`src/logic/sns_defs.vh`:
```
// constants for the sweep sensor navigation, click and heating block
// assumes a 50 MHz system clock that stands for the internal oscillator
// Functional notes
// - frame pixel bits shifted out one per sck step, four steps per pixel
// - interrupt on action; host reads status
// - stream mode interrupts on motion or button change
// - remote mode never interrupts; results wait polling
// - result registers cleared after each host read
// - click and navigation may run together
// - signed x/y counts accumulate, cleared on read
// - nav control bits 6:5 select slice rate
// - nav rate divider lowers navigation slice rate
// - click sets status b7 and navgen b1
// - click sampled at 90 Hz, divider adjustable
// - heat plus watchdog bits heat one period
// - new heat request accepted after period ends
// - heating power selects 50 or 100 mW
// - mode pattern 00001xx enters standby, stops oscillator
// - command word b7 high, b6 read, b5:2 address
`ifndef SNS_DEFS_VH
`define SNS_DEFS_VH
// register indexes, byte address is four times the index
`define SNS_IDX_STATUS 4'h0
`define SNS_IDX_NAVCTRL 4'h1
`define SNS_IDX_NAVDIV 4'h2
`define SNS_IDX_CLKDIV 4'h3
`define SNS_IDX_HEAT 4'h4
`define SNS_IDX_MODE 4'h5
`define SNS_IDX_NAVGEN 4'h6
`define SNS_IDX_NAVX 4'h7
`define SNS_IDX_NAVY 4'h8
// field positions
`define SNS_ST_CLICK 7
`define SNS_ST_HEAT 6
`define SNS_ST_MOVE 0
`define SNS_NAV_RATE_HI 6
`define SNS_NAV_RATE_LO 5
`define SNS_NAV_EN 0
`define SNS_HEAT_REQ 6
`define SNS_HEAT_WD 5
`define SNS_HEAT_PWR 0
`define SNS_MODE_ACQ 4
`define SNS_MODE_STREAM 3
`define SNS_MODE_CLICK_EN 1
`define SNS_MODE_STBY_PAT 5'h01
`define SNS_NG_CLICK 1
`define SNS_NG_MOVE 0
// command word fields
`define SNS_CMD_FLAG 7
`define SNS_CMD_RD 6
// reset values
`define SNS_RST_NAVCTRL 8'h20
`define SNS_RST_REG 8'h00
// timing
`define SNS_SYS_HZ 50000000
`define SNS_NAV_F0_HZ 5800
`define SNS_NAV_F1_HZ 2900
`define SNS_NAV_F2_HZ 1900
`define SNS_NAV_F3_HZ 1500
`define SNS_CLICK_HZ 90
`define SNS_WD_S 4
// frame geometry and start-of-frame pattern
`define SNS_FRM_LAST_COL 8'he8
`define SNS_FRM_LAST_ROW 3'h7
`define SNS_SYNC_PAT 32'hf0f00200
`endif

```
`src/logic/sns_sync.v`:
```
// two flip-flop synchroniser for pin inputs
// assumes inputs are asynchronous to sys_clk
`timescale 1ns/1ps
`default_nettype none
module sns_sync #(
  parameter W = 4,
  parameter [W-1:0] INIT = {W{1'b1}}
) (
  input wire sys_clk, // system clock
  input wire rst, // async reset, high
  input wire [W-1:0] d, // raw pins
  output reg [W-1:0] q // synchronised pins
);
  reg [W-1:0] meta_ff; // first stage, read only by q

  // idle level as reset value so no false edge at release
  always @(posedge sys_clk or posedge rst)
  begin
    if (rst)
    begin
      meta_ff <= INIT;
      q <= INIT;
    end
    else
    begin
      meta_ff <= d;
      q <= meta_ff;
    end
  end
endmodule // sns_sync
`default_nettype wire

```
`src/logic/sns_tick.v`:
```
// periodic tick generator with a run-time period
// assumes period is at least one cycle and stable while enabled
`timescale 1ns/1ps
`default_nettype none
module sns_tick (
  input wire sys_clk, // system clock
  input wire rst, // async reset, high
  input wire en, // run; low clears the count
  input wire [31:0] period, // cycles per tick
  output reg tick // one-cycle pulse
);
  reg [31:0] cnt_ff; // cycles since last tick

  // restart from zero whenever disabled
  always @(posedge sys_clk or posedge rst)
  begin
    if (rst)
    begin
      cnt_ff <= 32'h0;
      tick <= 1'b0;
    end
    else if (!en)
    begin
      cnt_ff <= 32'h0;
      tick <= 1'b0;
    end
    else if (cnt_ff >= period - 32'h1)
    begin
      cnt_ff <= 32'h0;
      tick <= 1'b1;
    end
    else
    begin
      cnt_ff <= cnt_ff + 32'h1;
      tick <= 1'b0;
    end
  end
endmodule // sns_tick
`default_nettype wire

```
`src/logic/sns_top.v`:
```
// sweep sensor navigation, click, heating and serial readout logic
// assumes wishbone master on sys_clk; serial pins are asynchronous
//
// Design decisions made here: the placing of the registers and the Wishbone register port.
`timescale 1ns/1ps
`default_nettype none
`include "sns_defs.vh"
module sns_top #(
  parameter [31:0] NAV_CYC_0 = `SNS_SYS_HZ / `SNS_NAV_F0_HZ,
  parameter [31:0] NAV_CYC_1 = `SNS_SYS_HZ / `SNS_NAV_F1_HZ,
  parameter [31:0] NAV_CYC_2 = `SNS_SYS_HZ / `SNS_NAV_F2_HZ,
  parameter [31:0] NAV_CYC_3 = `SNS_SYS_HZ / `SNS_NAV_F3_HZ,
  parameter [31:0] CLICK_CYC = `SNS_SYS_HZ / `SNS_CLICK_HZ,
  parameter [31:0] WD_CYC = `SNS_SYS_HZ * `SNS_WD_S
) (
  input wire sys_clk, // system clock, 50 MHz
  input wire rst, // async reset, high
  input wire wb_cyc_i, // wishbone cycle
  input wire wb_stb_i, // wishbone strobe
  input wire wb_we_i, // wishbone write
  input wire [5:0] wb_adr_i, // byte address
  input wire [3:0] wb_sel_i, // byte lanes
  input wire [31:0] wb_dat_i, // write data
  output reg [31:0] wb_dat_o, // read data
  output reg wb_ack_o, // acknowledge
  input wire sck_i, // serial clock from host
  input wire ctl_sel_n_i, // control port select, low
  input wire frm_sel_n_i, // frame port select, low
  input wire mosi_i, // serial data in
  output reg miso_o, // serial data out
  output reg miso_oe_o, // miso drive enable
  output reg [7:0] pix_col_o, // pixel column address
  output reg [2:0] pix_row_o, // pixel row address
  input wire [3:0] pix_data_i, // addressed pixel sample
  input wire [1:0] nav_dx_i, // signed x step per slice
  input wire [1:0] nav_dy_i, // signed y step per slice
  input wire click_det_i, // click array sees touch
  output reg irq_o, // interrupt, high
  output reg heat_on_o, // die heater on
  output reg heat_pwr_hi_o, // heater at 100 mW, else 50
  output reg standby_o // oscillator stopped
);
  // synchronised pins, sck idles high, selects idle high
  wire [3:0] pin_s; // {sck, ctl_sel_n, frm_sel_n, mosi}
  reg sck_prev_ff; // last sck sample
  wire sck_s = pin_s[3]; // synced clock level
  wire css_n = pin_s[2]; // synced control select
  wire fss_n = pin_s[1]; // synced frame select
  wire mosi_s = pin_s[0]; // synced data
  wire sck_rise = sck_s & ~sck_prev_ff; // sample edge
  wire sck_fall = ~sck_s & sck_prev_ff; // launch edge

  // control registers
  reg [7:0] navctrl_ff; // rate select and enable
  reg [7:0] navdiv_ff; // nav_rate_divider
  reg [7:0] clkdiv_ff; // click_rate_divider
  reg [7:0] heat_ff; // heating_control
  reg [7:0] mode_ff; // operating_mode_control
  // result registers
  reg click_st_ff; // status click flag
  reg move_st_ff; // status motion flag
  reg click_ng_ff; // navgen click flag
  reg move_ng_ff; // navgen motion flag
  reg [7:0] nav_x_ff; // signed x count
  reg [7:0] nav_y_ff; // signed y count
  reg click_prev_ff; // click level at last sample

  // control serial port state
  reg [7:0] rx_ff; // incoming shift register
  reg [2:0] bcnt_ff; // bit within byte
  reg [7:0] tx_ff; // outgoing shift register
  reg cmd_ok_ff; // a command byte has been seen
  reg cmd_rd_ff; // command is a read
  reg [3:0] addr_ff; // current register index

  // frame port state
  reg [1:0] fbit_ff; // bit within pixel nibble
  reg [3:0] nib_ff; // nibble being shifted

  sns_sync #(.W(4), .INIT(4'he)) u_sync (
    .sys_clk(sys_clk),
    .rst(rst),
    .d({sck_i, ctl_sel_n_i, frm_sel_n_i, mosi_i}),
    .q(pin_s)
  );

  // standby pattern stops the oscillator-driven timers
  wire osc_stop = (mode_ff[6:2] == `SNS_MODE_STBY_PAT);
  wire stream = mode_ff[`SNS_MODE_STREAM]; // stream vs remote

  // register read view
  function [7:0] rd_mux;
    input [3:0] idx;
    begin
      case (idx)
        `SNS_IDX_STATUS: rd_mux = {click_st_ff, heat_on_o, 5'h0, move_st_ff};
        `SNS_IDX_NAVCTRL: rd_mux = navctrl_ff;
        `SNS_IDX_NAVDIV: rd_mux = navdiv_ff;
        `SNS_IDX_CLKDIV: rd_mux = clkdiv_ff;
        `SNS_IDX_HEAT: rd_mux = heat_ff;
        `SNS_IDX_MODE: rd_mux = mode_ff;
        `SNS_IDX_NAVGEN: rd_mux = {6'h0, click_ng_ff, move_ng_ff};
        `SNS_IDX_NAVX: rd_mux = nav_x_ff;
        `SNS_IDX_NAVY: rd_mux = nav_y_ff;
        default: rd_mux = 8'h00;
      endcase
    end
  endfunction

  // wishbone decode, one request per acknowledged cycle
  wire wb_req = wb_cyc_i & wb_stb_i & ~wb_ack_o; // new request
  wire [3:0] wb_idx = wb_adr_i[5:2]; // register index
  wire wb_wr = wb_req & wb_we_i & wb_sel_i[0]; // write low lane
  wire wb_rd = wb_req & ~wb_we_i; // read

  // serial byte completion
  wire [7:0] byte_w = {rx_ff[6:0], mosi_s}; // byte incl. last bit
  wire byte_done = sck_rise & ~css_n & (bcnt_ff == 3'h7);
  wire is_cmd = byte_w[`SNS_CMD_FLAG];
  wire spi_wr = byte_done & ~is_cmd & cmd_ok_ff & ~cmd_rd_ff;
  wire spi_rd = byte_done &
    (is_cmd ? byte_w[`SNS_CMD_RD] : (cmd_ok_ff & cmd_rd_ff));
  // reads walk upward so three dummies return navgen, x, y
  wire [3:0] spi_rd_idx = is_cmd ? byte_w[5:2] : addr_ff + 4'h1;

  // shared write port; bus wins a same-cycle collision
  wire wr_en = wb_wr | spi_wr; // any write
  wire [3:0] wr_idx = wb_wr ? wb_idx : addr_ff; // target
  wire [7:0] wr_data = wb_wr ? wb_dat_i[7:0] : {1'b0, byte_w[6:0]};

  // read side effects from either port
  wire clr_st = (wb_rd & wb_idx == `SNS_IDX_STATUS) |
    (spi_rd & spi_rd_idx == `SNS_IDX_STATUS);
  wire clr_ng = (wb_rd & wb_idx == `SNS_IDX_NAVGEN) |
    (spi_rd & spi_rd_idx == `SNS_IDX_NAVGEN);
  wire clr_x = (wb_rd & wb_idx == `SNS_IDX_NAVX) |
    (spi_rd & spi_rd_idx == `SNS_IDX_NAVX);
  wire clr_y = (wb_rd & wb_idx == `SNS_IDX_NAVY) |
    (spi_rd & spi_rd_idx == `SNS_IDX_NAVY);

  // slice rate: base period by rate code, stretched by divider
  reg [31:0] nav_base; // cycles per slice before divide
  always @*
  begin
    case (navctrl_ff[`SNS_NAV_RATE_HI:`SNS_NAV_RATE_LO])
      2'b00: nav_base = NAV_CYC_0;
      2'b01: nav_base = NAV_CYC_1;
      2'b10: nav_base = NAV_CYC_2;
      default: nav_base = NAV_CYC_3;
    endcase
  end
  wire [31:0] nav_per = nav_base * ({24'h0, navdiv_ff} + 32'h1);
  wire [31:0] clk_per = CLICK_CYC * ({24'h0, clkdiv_ff} + 32'h1);

  // nav and click timers run independently of each other
  wire nav_tk; // navigation slice pulse
  wire clk_tk; // click slice pulse
  wire wd_end; // watchdog period over
  wire wd_run = heat_ff[`SNS_HEAT_REQ] & heat_ff[`SNS_HEAT_WD] & ~osc_stop;

  sns_tick u_nav_tick (
    .sys_clk(sys_clk),
    .rst(rst),
    .en(navctrl_ff[`SNS_NAV_EN] & ~osc_stop),
    .period(nav_per),
    .tick(nav_tk)
  );

  sns_tick u_click_tick (
    .sys_clk(sys_clk),
    .rst(rst),
    .en(mode_ff[`SNS_MODE_CLICK_EN] & ~osc_stop),
    .period(clk_per),
    .tick(clk_tk)
  );

  // watchdog counts only while the oscillator runs
  sns_tick u_wd_tick (
    .sys_clk(sys_clk),
    .rst(rst),
    .en(wd_run),
    .period(WD_CYC),
    .tick(wd_end)
  );

  // events of one slice
  wire [7:0] step_x = nav_tk ? {{6{nav_dx_i[1]}}, nav_dx_i} : 8'h00;
  wire [7:0] step_y = nav_tk ? {{6{nav_dy_i[1]}}, nav_dy_i} : 8'h00;
  wire move_ev = nav_tk & ((nav_dx_i != 2'b00) | (nav_dy_i != 2'b00));
  wire click_ev = clk_tk & click_det_i & ~click_prev_ff;
  wire btn_ev = clk_tk & (click_det_i != click_prev_ff); // button change

  // control register writes; watchdog expiry drops the request
  always @(posedge sys_clk or posedge rst)
  begin
    if (rst)
    begin
      navctrl_ff <= `SNS_RST_NAVCTRL;
      navdiv_ff <= `SNS_RST_REG;
      clkdiv_ff <= `SNS_RST_REG;
      heat_ff <= `SNS_RST_REG;
      mode_ff <= `SNS_RST_REG;
    end
    else
    begin
      if (wr_en & wr_idx == `SNS_IDX_NAVCTRL)
        navctrl_ff <= wr_data;
      if (wr_en & wr_idx == `SNS_IDX_NAVDIV)
        navdiv_ff <= wr_data;
      if (wr_en & wr_idx == `SNS_IDX_CLKDIV)
        clkdiv_ff <= wr_data;
      if (wr_en & wr_idx == `SNS_IDX_MODE)
        mode_ff <= wr_data;
      // a fresh write beats expiry so re-arming is never lost
      if (wr_en & wr_idx == `SNS_IDX_HEAT)
        heat_ff <= wr_data;
      else if (wd_end)
        heat_ff[`SNS_HEAT_REQ] <= 1'b0;
    end
  end

  // sticky results; a new event beats a same-cycle read clear
  always @(posedge sys_clk or posedge rst)
  begin
    if (rst)
    begin
      click_st_ff <= 1'b0;
      move_st_ff <= 1'b0;
      click_ng_ff <= 1'b0;
      move_ng_ff <= 1'b0;
      nav_x_ff <= 8'h00;
      nav_y_ff <= 8'h00;
      click_prev_ff <= 1'b0;
      irq_o <= 1'b0;
    end
    else
    begin
      click_st_ff <= click_ev | (click_st_ff & ~clr_st);
      move_st_ff <= move_ev | (move_st_ff & ~clr_st);
      click_ng_ff <= click_ev | (click_ng_ff & ~clr_ng);
      move_ng_ff <= move_ev | (move_ng_ff & ~clr_ng);
      // counts wrap at 8 bits; host must read often enough
      nav_x_ff <= (clr_x ? 8'h00 : nav_x_ff) + step_x;
      nav_y_ff <= (clr_y ? 8'h00 : nav_y_ff) + step_y;
      if (clk_tk)
        click_prev_ff <= click_det_i;
      // remote mode holds results and keeps the line quiet
      if (!stream)
        irq_o <= 1'b0;
      else
        irq_o <= move_ev | btn_ev | (irq_o & ~clr_st);
    end
  end

  // heater and status outputs
  always @(posedge sys_clk or posedge rst)
  begin
    if (rst)
    begin
      heat_on_o <= 1'b0;
      heat_pwr_hi_o <= 1'b0;
      standby_o <= 1'b0;
    end
    else
    begin
      heat_on_o <= heat_ff[`SNS_HEAT_REQ] & ~wd_end;
      heat_pwr_hi_o <= heat_ff[`SNS_HEAT_PWR];
      standby_o <= osc_stop;
    end
  end

  // control port: sample on sck rise, launch on sck fall
  always @(posedge sys_clk or posedge rst)
  begin
    if (rst)
    begin
      sck_prev_ff <= 1'b1;
      rx_ff <= 8'h00;
      bcnt_ff <= 3'h0;
      tx_ff <= 8'h00;
      cmd_ok_ff <= 1'b0;
      cmd_rd_ff <= 1'b0;
      addr_ff <= 4'h0;
    end
    else
    begin
      sck_prev_ff <= sck_s;
      if (css_n)
      begin
        // deselect realigns bytes, unlike a pure pin-reset scheme
        bcnt_ff <= 3'h0;
        cmd_ok_ff <= 1'b0;
      end
      else if (sck_rise)
      begin
        rx_ff <= byte_w;
        bcnt_ff <= bcnt_ff + 3'h1;
        if (byte_done & is_cmd)
        begin
          cmd_ok_ff <= 1'b1;
          cmd_rd_ff <= byte_w[`SNS_CMD_RD];
          addr_ff <= byte_w[5:2];
        end
        else if (byte_done & cmd_ok_ff & cmd_rd_ff)
          addr_ff <= spi_rd_idx;
        if (spi_rd)
          tx_ff <= rd_mux(spi_rd_idx);
      end
      else if (sck_fall)
        tx_ff <= {tx_ff[6:0], 1'b0};
    end
  end

  // frame port: dummy column carries the sync pattern
  wire frm_act = ~fss_n & mode_ff[`SNS_MODE_ACQ]; // acquisition read
  wire [31:0] pat_sh = `SNS_SYNC_PAT << {pix_row_o, 2'b00};
  wire [3:0] cur_nib = (pix_col_o == 8'h00) ? pat_sh[31:28] : pix_data_i;
  wire last_row = (pix_row_o == `SNS_FRM_LAST_ROW); // column end
  wire last_col = (pix_col_o == `SNS_FRM_LAST_COL); // frame end

  // one nibble per four sck falls, rows then columns
  always @(posedge sys_clk or posedge rst)
  begin
    if (rst)
    begin
      fbit_ff <= 2'h0;
      nib_ff <= 4'h0;
      pix_row_o <= 3'h0;
      pix_col_o <= 8'h00;
    end
    else if (!frm_act)
    begin
      // deselect restarts at the frame start
      fbit_ff <= 2'h0;
      pix_row_o <= 3'h0;
      pix_col_o <= 8'h00;
    end
    else if (sck_fall)
    begin
      fbit_ff <= fbit_ff + 2'h1;
      if (fbit_ff == 2'h0)
        nib_ff <= {cur_nib[2:0], 1'b0};
      else
        nib_ff <= {nib_ff[2:0], 1'b0};
      if (fbit_ff == 2'h3)
      begin
        pix_row_o <= pix_row_o + 3'h1;
        if (last_row)
          pix_col_o <= last_col ? 8'h00 : pix_col_o + 8'h01;
      end
    end
  end

  // shared miso; control port wins if both selects are low
  always @(posedge sys_clk or posedge rst)
  begin
    if (rst)
    begin
      miso_o <= 1'b0;
      miso_oe_o <= 1'b0;
    end
    else
    begin
      miso_oe_o <= ~css_n | frm_act;
      if (sck_fall & ~css_n)
        miso_o <= tx_ff[7];
      else if (sck_fall & frm_act)
        miso_o <= (fbit_ff == 2'h0) ? cur_nib[3] : nib_ff[3];
    end
  end

  // wishbone slave: ack one cycle after the request
  always @(posedge sys_clk or posedge rst)
  begin
    if (rst)
    begin
      wb_ack_o <= 1'b0;
      wb_dat_o <= 32'h0;
    end
    else
    begin
      wb_ack_o <= wb_req;
      if (wb_rd)
        wb_dat_o <= {24'h0, rd_mux(wb_idx)};
      else if (wb_req)
        wb_dat_o <= 32'h0;
    end
  end
endmodule // sns_top
`default_nettype wire

```
`config.mk`:
```
export PLATFORM = sky130hd
export DESIGN_NAME = sns_top
export DESIGN_NICKNAME = d
export VERILOG_FILES = /design/src/logic/sns_sync.v /design/src/logic/sns_tick.v /design/src/logic/sns_top.v
export VERILOG_INCLUDE_DIRS = /design/src /design/src/logic
export SDC_FILE = /design/constraint.sdc
export NUM_CORES = 1
export LEC_CHECK = 0
export ABC_AREA = 0
export BUFFER_PORTS_ARGS = -buffer_cell sky130_fd_sc_hd__buf_2
export CAP_MARGIN = 20
export CORE_MARGIN = 1.5
export CORE_UTILIZATION = 50
export DETAILED_ROUTE_END_ITERATION = 8
export GPL_TIMING_DRIVEN = 0
export PLACE_DENSITY = 0.75
export SYNTH_ARGS = -nofsm -noshare
export SYNTH_HDL_FRONTEND = slang
export SYNTH_SLANG_ARGS = --single-unit
```
`constraint.sdc`:
```
create_clock -name sys_clk -period 9.8 [get_ports sys_clk]
set_input_delay 0.98 -clock sys_clk [delete_from_list [all_inputs] [get_ports sys_clk]]
set_output_delay 0.98 -clock sys_clk [all_outputs]
set_load 0.1 [all_outputs]
```
Yosys cells after proc, flatten, opt, wreduce, memory -nomap -nowiden
Cells that the tools add are included.

cells by class
  order comparisons = 3
  mux-type cells = 53
  bitwise operators = 73
  shift operators = 1
  $mul = 2
  reductions and logical operators = 22
  add/sub/neg operators = 14
  equal/unequal tests = 33

operators with widths
  kind                     count
  $mux W32                 8
  $pmux W8 S9              2
  $mux W8                  13
  $add A32 B1 Y32 const B  3
  $ge A32 B32 Y1           2
  $pmux W16 S3             1
  $and A1 B1 Y1            47
  $eq A4 B3 Y1 const B     10
  $ge A32 B28 Y1 const B   1
  $mul A32 B9 Y32          1
  $shl A32 B5 Y32 const A  1
  $sub A32 B1 Y32 const B  1
  $sub A29 B1 Y30 const B  1
  $mul A20 B9 Y29 const A  1
  $eq A4 B2 Y1 const B     6
  $mux W4                  6
  $add A8 B1 Y9 const B    2
  $reduce_bool A2 Y1       9
  $add A8 B8 Y8            2
  $mux W1                  16
  $mux W3                  5
  $not A1 Y1               13
  $or A1 B1 Y1             13
  $eq A4 B1 Y1 const B     3
  19 further kinds         34

word-level totals
  input port bits = 60
  register bits after elaboration = 249

Logic depth before layout (Yosys ltp)
  word-level depth = 11
  depth in mapped cells = 35
  mapped depth without buffers = 32

Hierarchy
A second synthesis with hierarchy kept.

second synthesis, totals
  cells, all modules = 2551
  area total of the unflattened synthesis = 22750.6 sq um

modules (own cells, without submodules)
  module                     cells an instance  area an instance (sq um)  sequential area each (sq um)  instances
  sns_top                    1554               13890.8                   2930.3                        1
  sns_tick (u_nav_tick ...)  328                2889.0                    825.8                         2
  sns_tick (u_click_tick)    332                2870.3                    825.8                         1
  sns_sync                   9                  211.5                     207.7                         1

Worst setup path before layout
No wires, ideal clock.

  path kind = reg-to-reg
  start point = register navdiv_ff[1]
  end point = register u_nav_tick.cnt_ff[10]
  library setup time = 71 ps
  data arrival time = 7568 ps
  buffers on the path = 3
  stages on the path, launching flop included = 36
  slack = 2161 ps
  data required time = 9729 ps
  path through = dfrtp_1 > ha_1 > nand3_1 > nor2_1 > and3_1 > clkbuf_1 > nor2b_1 > nand2_1 > ha_1 > inv_1 > fa_1 > fa_1 > fa_1 > inv_1 > fa_1 > inv_1 > ha_1 > clkbuf_1 > a21oi_1 > a21oi_1 > o21ai_0 > o211ai_1 > a41o_1 > a21o_1 > a21oi_1 > xor2_1 > ha_1 > a21o_1 > a21o_1 > a21o_1 > a21o_1 > a211o_1 > a21oi_1 > o211ai_1 > buf_2 > nor2_1

on the way
  word-level cells in the longest chain between the ends = 6

RTL lines
  what                      line           text
  start: declaration        sns_top.v:55   reg [7:0] navdiv_ff;
  start signal: assignment  sns_top.v:199  navdiv_ff <= `SNS_RST_REG;
  start signal: assignment  sns_top.v:209  navdiv_ff <= wr_data;
  $add A8 B1 Y9             sns_top.v:152  wire [31:0] nav_per = nav_base * ({24'h0, navdiv_ff} + 32'h1);
  $mul A32 B9 Y32           sns_top.v:152
  $sub A32 B1 Y32           sns_tick.v:27  else if (cnt_ff >= period - 32'h1)
  $ge A32 B32 Y1            sns_tick.v:27
  $mux W32                  sns_tick.v:27
  $mux W32                  sns_tick.v:22  else if (!en)
  end signal: assignment    sns_tick.v:34  cnt_ff <= cnt_ff + 32'h1;
  end: declaration          sns_tick.v:12  reg [31:0] cnt_ff;

Every way passes these cells.
A chain may end at the register's enable or synchronous reset.

Worst setup path after layout
  start point = register navctrl_ff[5]
  end point = register u_nav_tick.cnt_ff[5]

on the way
  word-level cells in the longest chain between the ends = 7
  elaborated cells on any way between the ends = 9

RTL lines
  what                                  line           text
  start: declaration                    sns_top.v:54   reg [7:0] navctrl_ff;
  start signal: assignment              sns_top.v:198  navctrl_ff <= `SNS_RST_NAVCTRL;
  start signal: assignment              sns_top.v:207  navctrl_ff <= wr_data;
  $eq A2 B2 Y1 (tied with other cells)  sns_top.v:145  case (navctrl_ff[`SNS_NAV_RATE_HI:`SNS_NAV_RATE_LO])
  $pmux W16 S3 (*)                      sns_top.v:145
  $mul A32 B9 Y32 (*)                   sns_top.v:152
  $sub A32 B1 Y32 (*)                   sns_tick.v:27
  $ge A32 B32 Y1 (*)                    sns_tick.v:27
  $mux W32 (*)                          sns_tick.v:27
  $mux W32 (*)                          sns_tick.v:22

Mark *: on every way between the ends. The rest lies on a longest branch, timed or not.

==> metrics.csv <==
stage;metric;value;unit
worst_setup_path;reg2reg_slack;0.74;ns
clocking;ctsResizeCount;0;
worst_setup_path;r2r-start;navctrl_ff[5];
clocking;hold_buffers;0;
synth;ys_warn_count;0;
timing;fmax;110;MHz
grt;top_usage_layer;met2;
hold_path;hold_path_class;flip-flop to flip-flop;
synth;synthFlopType;dfrtp_1;
floorplan;row_count;75;
cells_and_area;register_area;5620;sq um
floorplan;die_w;209;um
timing;drv_slew;0;
clocking;clk_latency;0.56;ns
worst_setup_path;cp_data_required_time;10.29;ns
floorplan;start_util;0.507;
synth;netlist_area;21300;sq um
synth;synthDistinctLibCells;77;
synth;syn_inst;2319;
timing;hold_violations;0;
worst_setup_path;worstPathMaxFanout;10;
timing;period_share;0.925;
grt;grtUsageMet1;0.335;
worst_setup_path;max_stage_delay;0.62;ns
clocking;cts_htree_levels;1;
clocking;postCtsSetupBuffers;0;
grt;grt_max_degree;86;
floorplan;die_area;43800;sq um
floorplan;io_pins;110;
cells_and_area;fin_nets;2896;
run;max_cap_viol_count;0;
clocking;clock-sinks;224;
timing;setup_viol_count_final;0;
timing;tightest_slew;1.18;ns
placement;portBuffers;54;
routing;drc;0;
grt;grt_usage;0.250;
worst_setup_path;worstSetupStartpoint;navctrl_ff[5];
placement;dpl_cell_area;22400;sq um
clocking;path_clk_slew;0.06;ns
clocking;cts_buffers;26;
routing;vias_per_cell;5.64;
routing;wl;53800;um
synth;async_reset_ff_frac;1.00;
grt;gr-usage-met2;0.412;
power;peakVddDrop;133;uV
routing;antenna_left;0;
worst_setup_path;cpMostUsedCell;fa_1;
cells_and_area;multi_input_area;14400;sq um
synth;yosysSeqAreaShare;0.264;
power;power_density;113;nW/um^2
worst_setup_path;critPathKind;flip-flop to flip-flop;
clocking;cts_tree;yes;
timing;max_slew_margin;0.205;
cells_and_area;fill_cells;3724;
routing;drtIter0Drc;971;
routing;wl_per_cell;18.0;um
floorplan;core_area;41900;sq um
worst_setup_path;crit_path_start_kind;flip-flop;
worst_setup_path;arrival;9.55;ns
grt;grt_pass1_wl;87700;um
clocking;clockBufferDepth;3;
cells_and_area;design_area;23300;sq um
timing;finalClockSkew;0.0176;ns
placement;hpwlAfterDp;43300;um
worst_setup_path;timing.rr.end;u_nav_tick.cnt_ff[5];
worst_setup_path;endpoint;u_nav_tick.cnt_ff[5];
worst_setup_path;cp_slowest_cell;dfstp_2;
worst_setup_path;reg2reg_depth;32;
clocking;cts-root-buf;clkbuf_16;
worst_setup_path;end_kind;flip-flop;
routing;first_pass_iters;6;
grt;grt_util_met3;0.0398;
synth;synth.avg_cell_area;9.18;sq um
cells_and_area;drive_gt1_frac;0.0959;
power;leakage;11.7;nW
floorplan;die_y;209;um
placement;gp_congestion;0.963;
grt;antenna_found_initial;2;
timing;setup_tns;0;ns
cells_and_area;area_growth;9.49;%
grt;first_global_vias;16900;
timing;period_needed;9.06;ns
synth;synth_edf_count;0;
synth;synth-seq-cells;224;
timing;rsz0062_at_grt;false;
run_status;outcome;finished clean;
routing;num_vias;16900;
grt;gr-total-overflow;0;
[layout by cell type, fill, tap and decap left out, types with 7 or more instances in the layout]
cell type    n
a22o_1      14
xor2_1      89
mux2i_1      9
conb_1      28
and3_1      32
ha_1       279
nand4_1     31
inv_1      258
a21o_1      58
nor2_1     211
nand3_1     63
a21oi_1    115
and4_1       8
fa_1       126
dfrtp_1    216
and2_1      28
or2_2       20
clkbuf_16   26
o22ai_1      9
o21ai_0     64
xnor2_1     84
a22oi_1     17
o21a_1       9
nor3_1      28
a221oi_1     7
nand2_1    204
nand2b_1    35
a211oi_1     7
dfstp_2      8
buf_2       70
o21bai_1    15
o211ai_1     8
clkbuf_1    35
a31oi_1     24
buf_4       24
mux2_2      48
nor2b_1     32
[cell type report]
type | count | area share
Clock inverter | 12 | 0.00682
Antenna cell | 1 | 0.000107
Tap cell | 539 | 0.0289
Multi-Input combinational cell | 1786 | 0.617
Buffer | 77 | 0.0180
Inverter | 259 | 0.0420
Clock buffer | 35 | 0.0319
Sequential cell | 224 | 0.241
Timing Repair Buffer | 57 | 0.0142
[sequential cells by signal, indices dropped and copies added, names as in the netlist, 7 cells and up]
name	count
clkdiv_ff	8
heat_ff	8
mode_ff	8
nav_x_ff	8
nav_y_ff	8
navctrl_ff	8
navdiv_ff	8
pix_col_o	8
rx_ff	7
tx_ff	8
u_click_tick.cnt_ff	32
u_nav_tick.cnt_ff	32
u_wd_tick.cnt_ff	32
wb_dat_o	8
[synth_stat cells, types with 14 or more instances]
library cell,n,area share
o21ai_0,64,0.015
nand2_1,204,0.036
o21bai_1,15,0.0053
clkbuf_1,32,0.0056
and3_1,32,0.0094
ha_1,279,0.16
and2_1,28,0.0082
dfrtp_1,216,0.25
inv_1,259,0.046
nand2b_1,35,0.010
xor2_1,89,0.037
nor2b_1,32,0.0094
nand4_1,31,0.0091
xnor2_1,84,0.035
or2_2,20,0.0059
nor2_1,211,0.037
mux2_2,48,0.025
a22o_1,14,0.0058
a21o_1,58,0.020
buf_2,15,0.0035
buf_4,24,0.0085
fa_1,126,0.12
nand3_1,63,0.015
a22oi_1,17,0.0060
nor3_1,28,0.0066
a31oi_1,24,0.0071
a21oi_1,115,0.027
[worst min path at each step]
stage	cells after the start	from	to	slack [ns]
after detailed placement	0	u_sync.meta_ff[0]	u_sync.q[0]	0.34
after CTS	0	u_sync.meta_ff[1]	u_sync.q[1]	0.35
after global routing	0	u_sync.meta_ff[0]	u_sync.q[0]	0.36
final	0	u_sync.meta_ff[1]	u_sync.q[1]	0.35
after floorplan	0	u_sync.meta_ff[0]	u_sync.q[0]	0.33
after global placement	0	u_sync.meta_ff[0]	u_sync.q[0]	0.35
[routing by layer]
layer  vias to the layer above  wire length [um]
met4                         2              1780
met2                       390             25100
met3                       108              2940
met1                      8323             24000
met5                         -                32
li1                       8051                 -
[logic make-up (layout without fill, tap and decap cells)]
logic type,after synthesis,after routing,synth area share
compound gates,397,397,0.123
xor+xnor,173,173,0.0712
fa+ha+maj,405,405,0.283
buf+inv,336,440,0.0654
flops,224,224,0.264
mux,57,57,0.0296
other cells,1,29,0.000176
simple gates,726,726,0.164
[power breakdown]
| group | total, mW | internal (mW) | leakage (nW) | switching (mW) |
|---|---|---|---|---|
| logic | 0.622 | 0.202 | 8.24 | 0.420 |
| registers | 0.988 | 0.957 | 3.00 | 0.0309 |
| clock network | 1.02 | 0.613 | 0.446 | 0.407 |
| total | 2.63 | 1.77 | 11.7 | 0.858 |
[metrics by stage]
stage / std cells / total power [mW] / utilization / hold WS [ns] / setup WS, ns
finish: 2990 / 2.63 / 0.556 / 0.352 / 0.737
detailed placement: 2941 / 1.61 / 0.534 / 0.343 / 0.838
floorplan: 2346 / 1.44 / - / 0.331 / 2.16
global route: 2990 / 2.75 / 0.556 / 0.360 / 0.0270
CTS: 2988 / 2.65 / 0.555 / 0.354 / 0.781
global placement: 2939 / 1.60 / 0.532 / 0.345 / 0.414
[worst max-delay path: cells and delay by family, from the launching register on]
family                     cells  cell delay (ns)
adders and majority gates      8             3.59
xor gates and xnor gates       1             0.21
and+or+nand+nor                4             0.42
DFF                            1             0.62
buffers and inverters          7             1.42
AOI/OAI and AO/OA             12             2.72
Power figures use the tool's default switching activity.
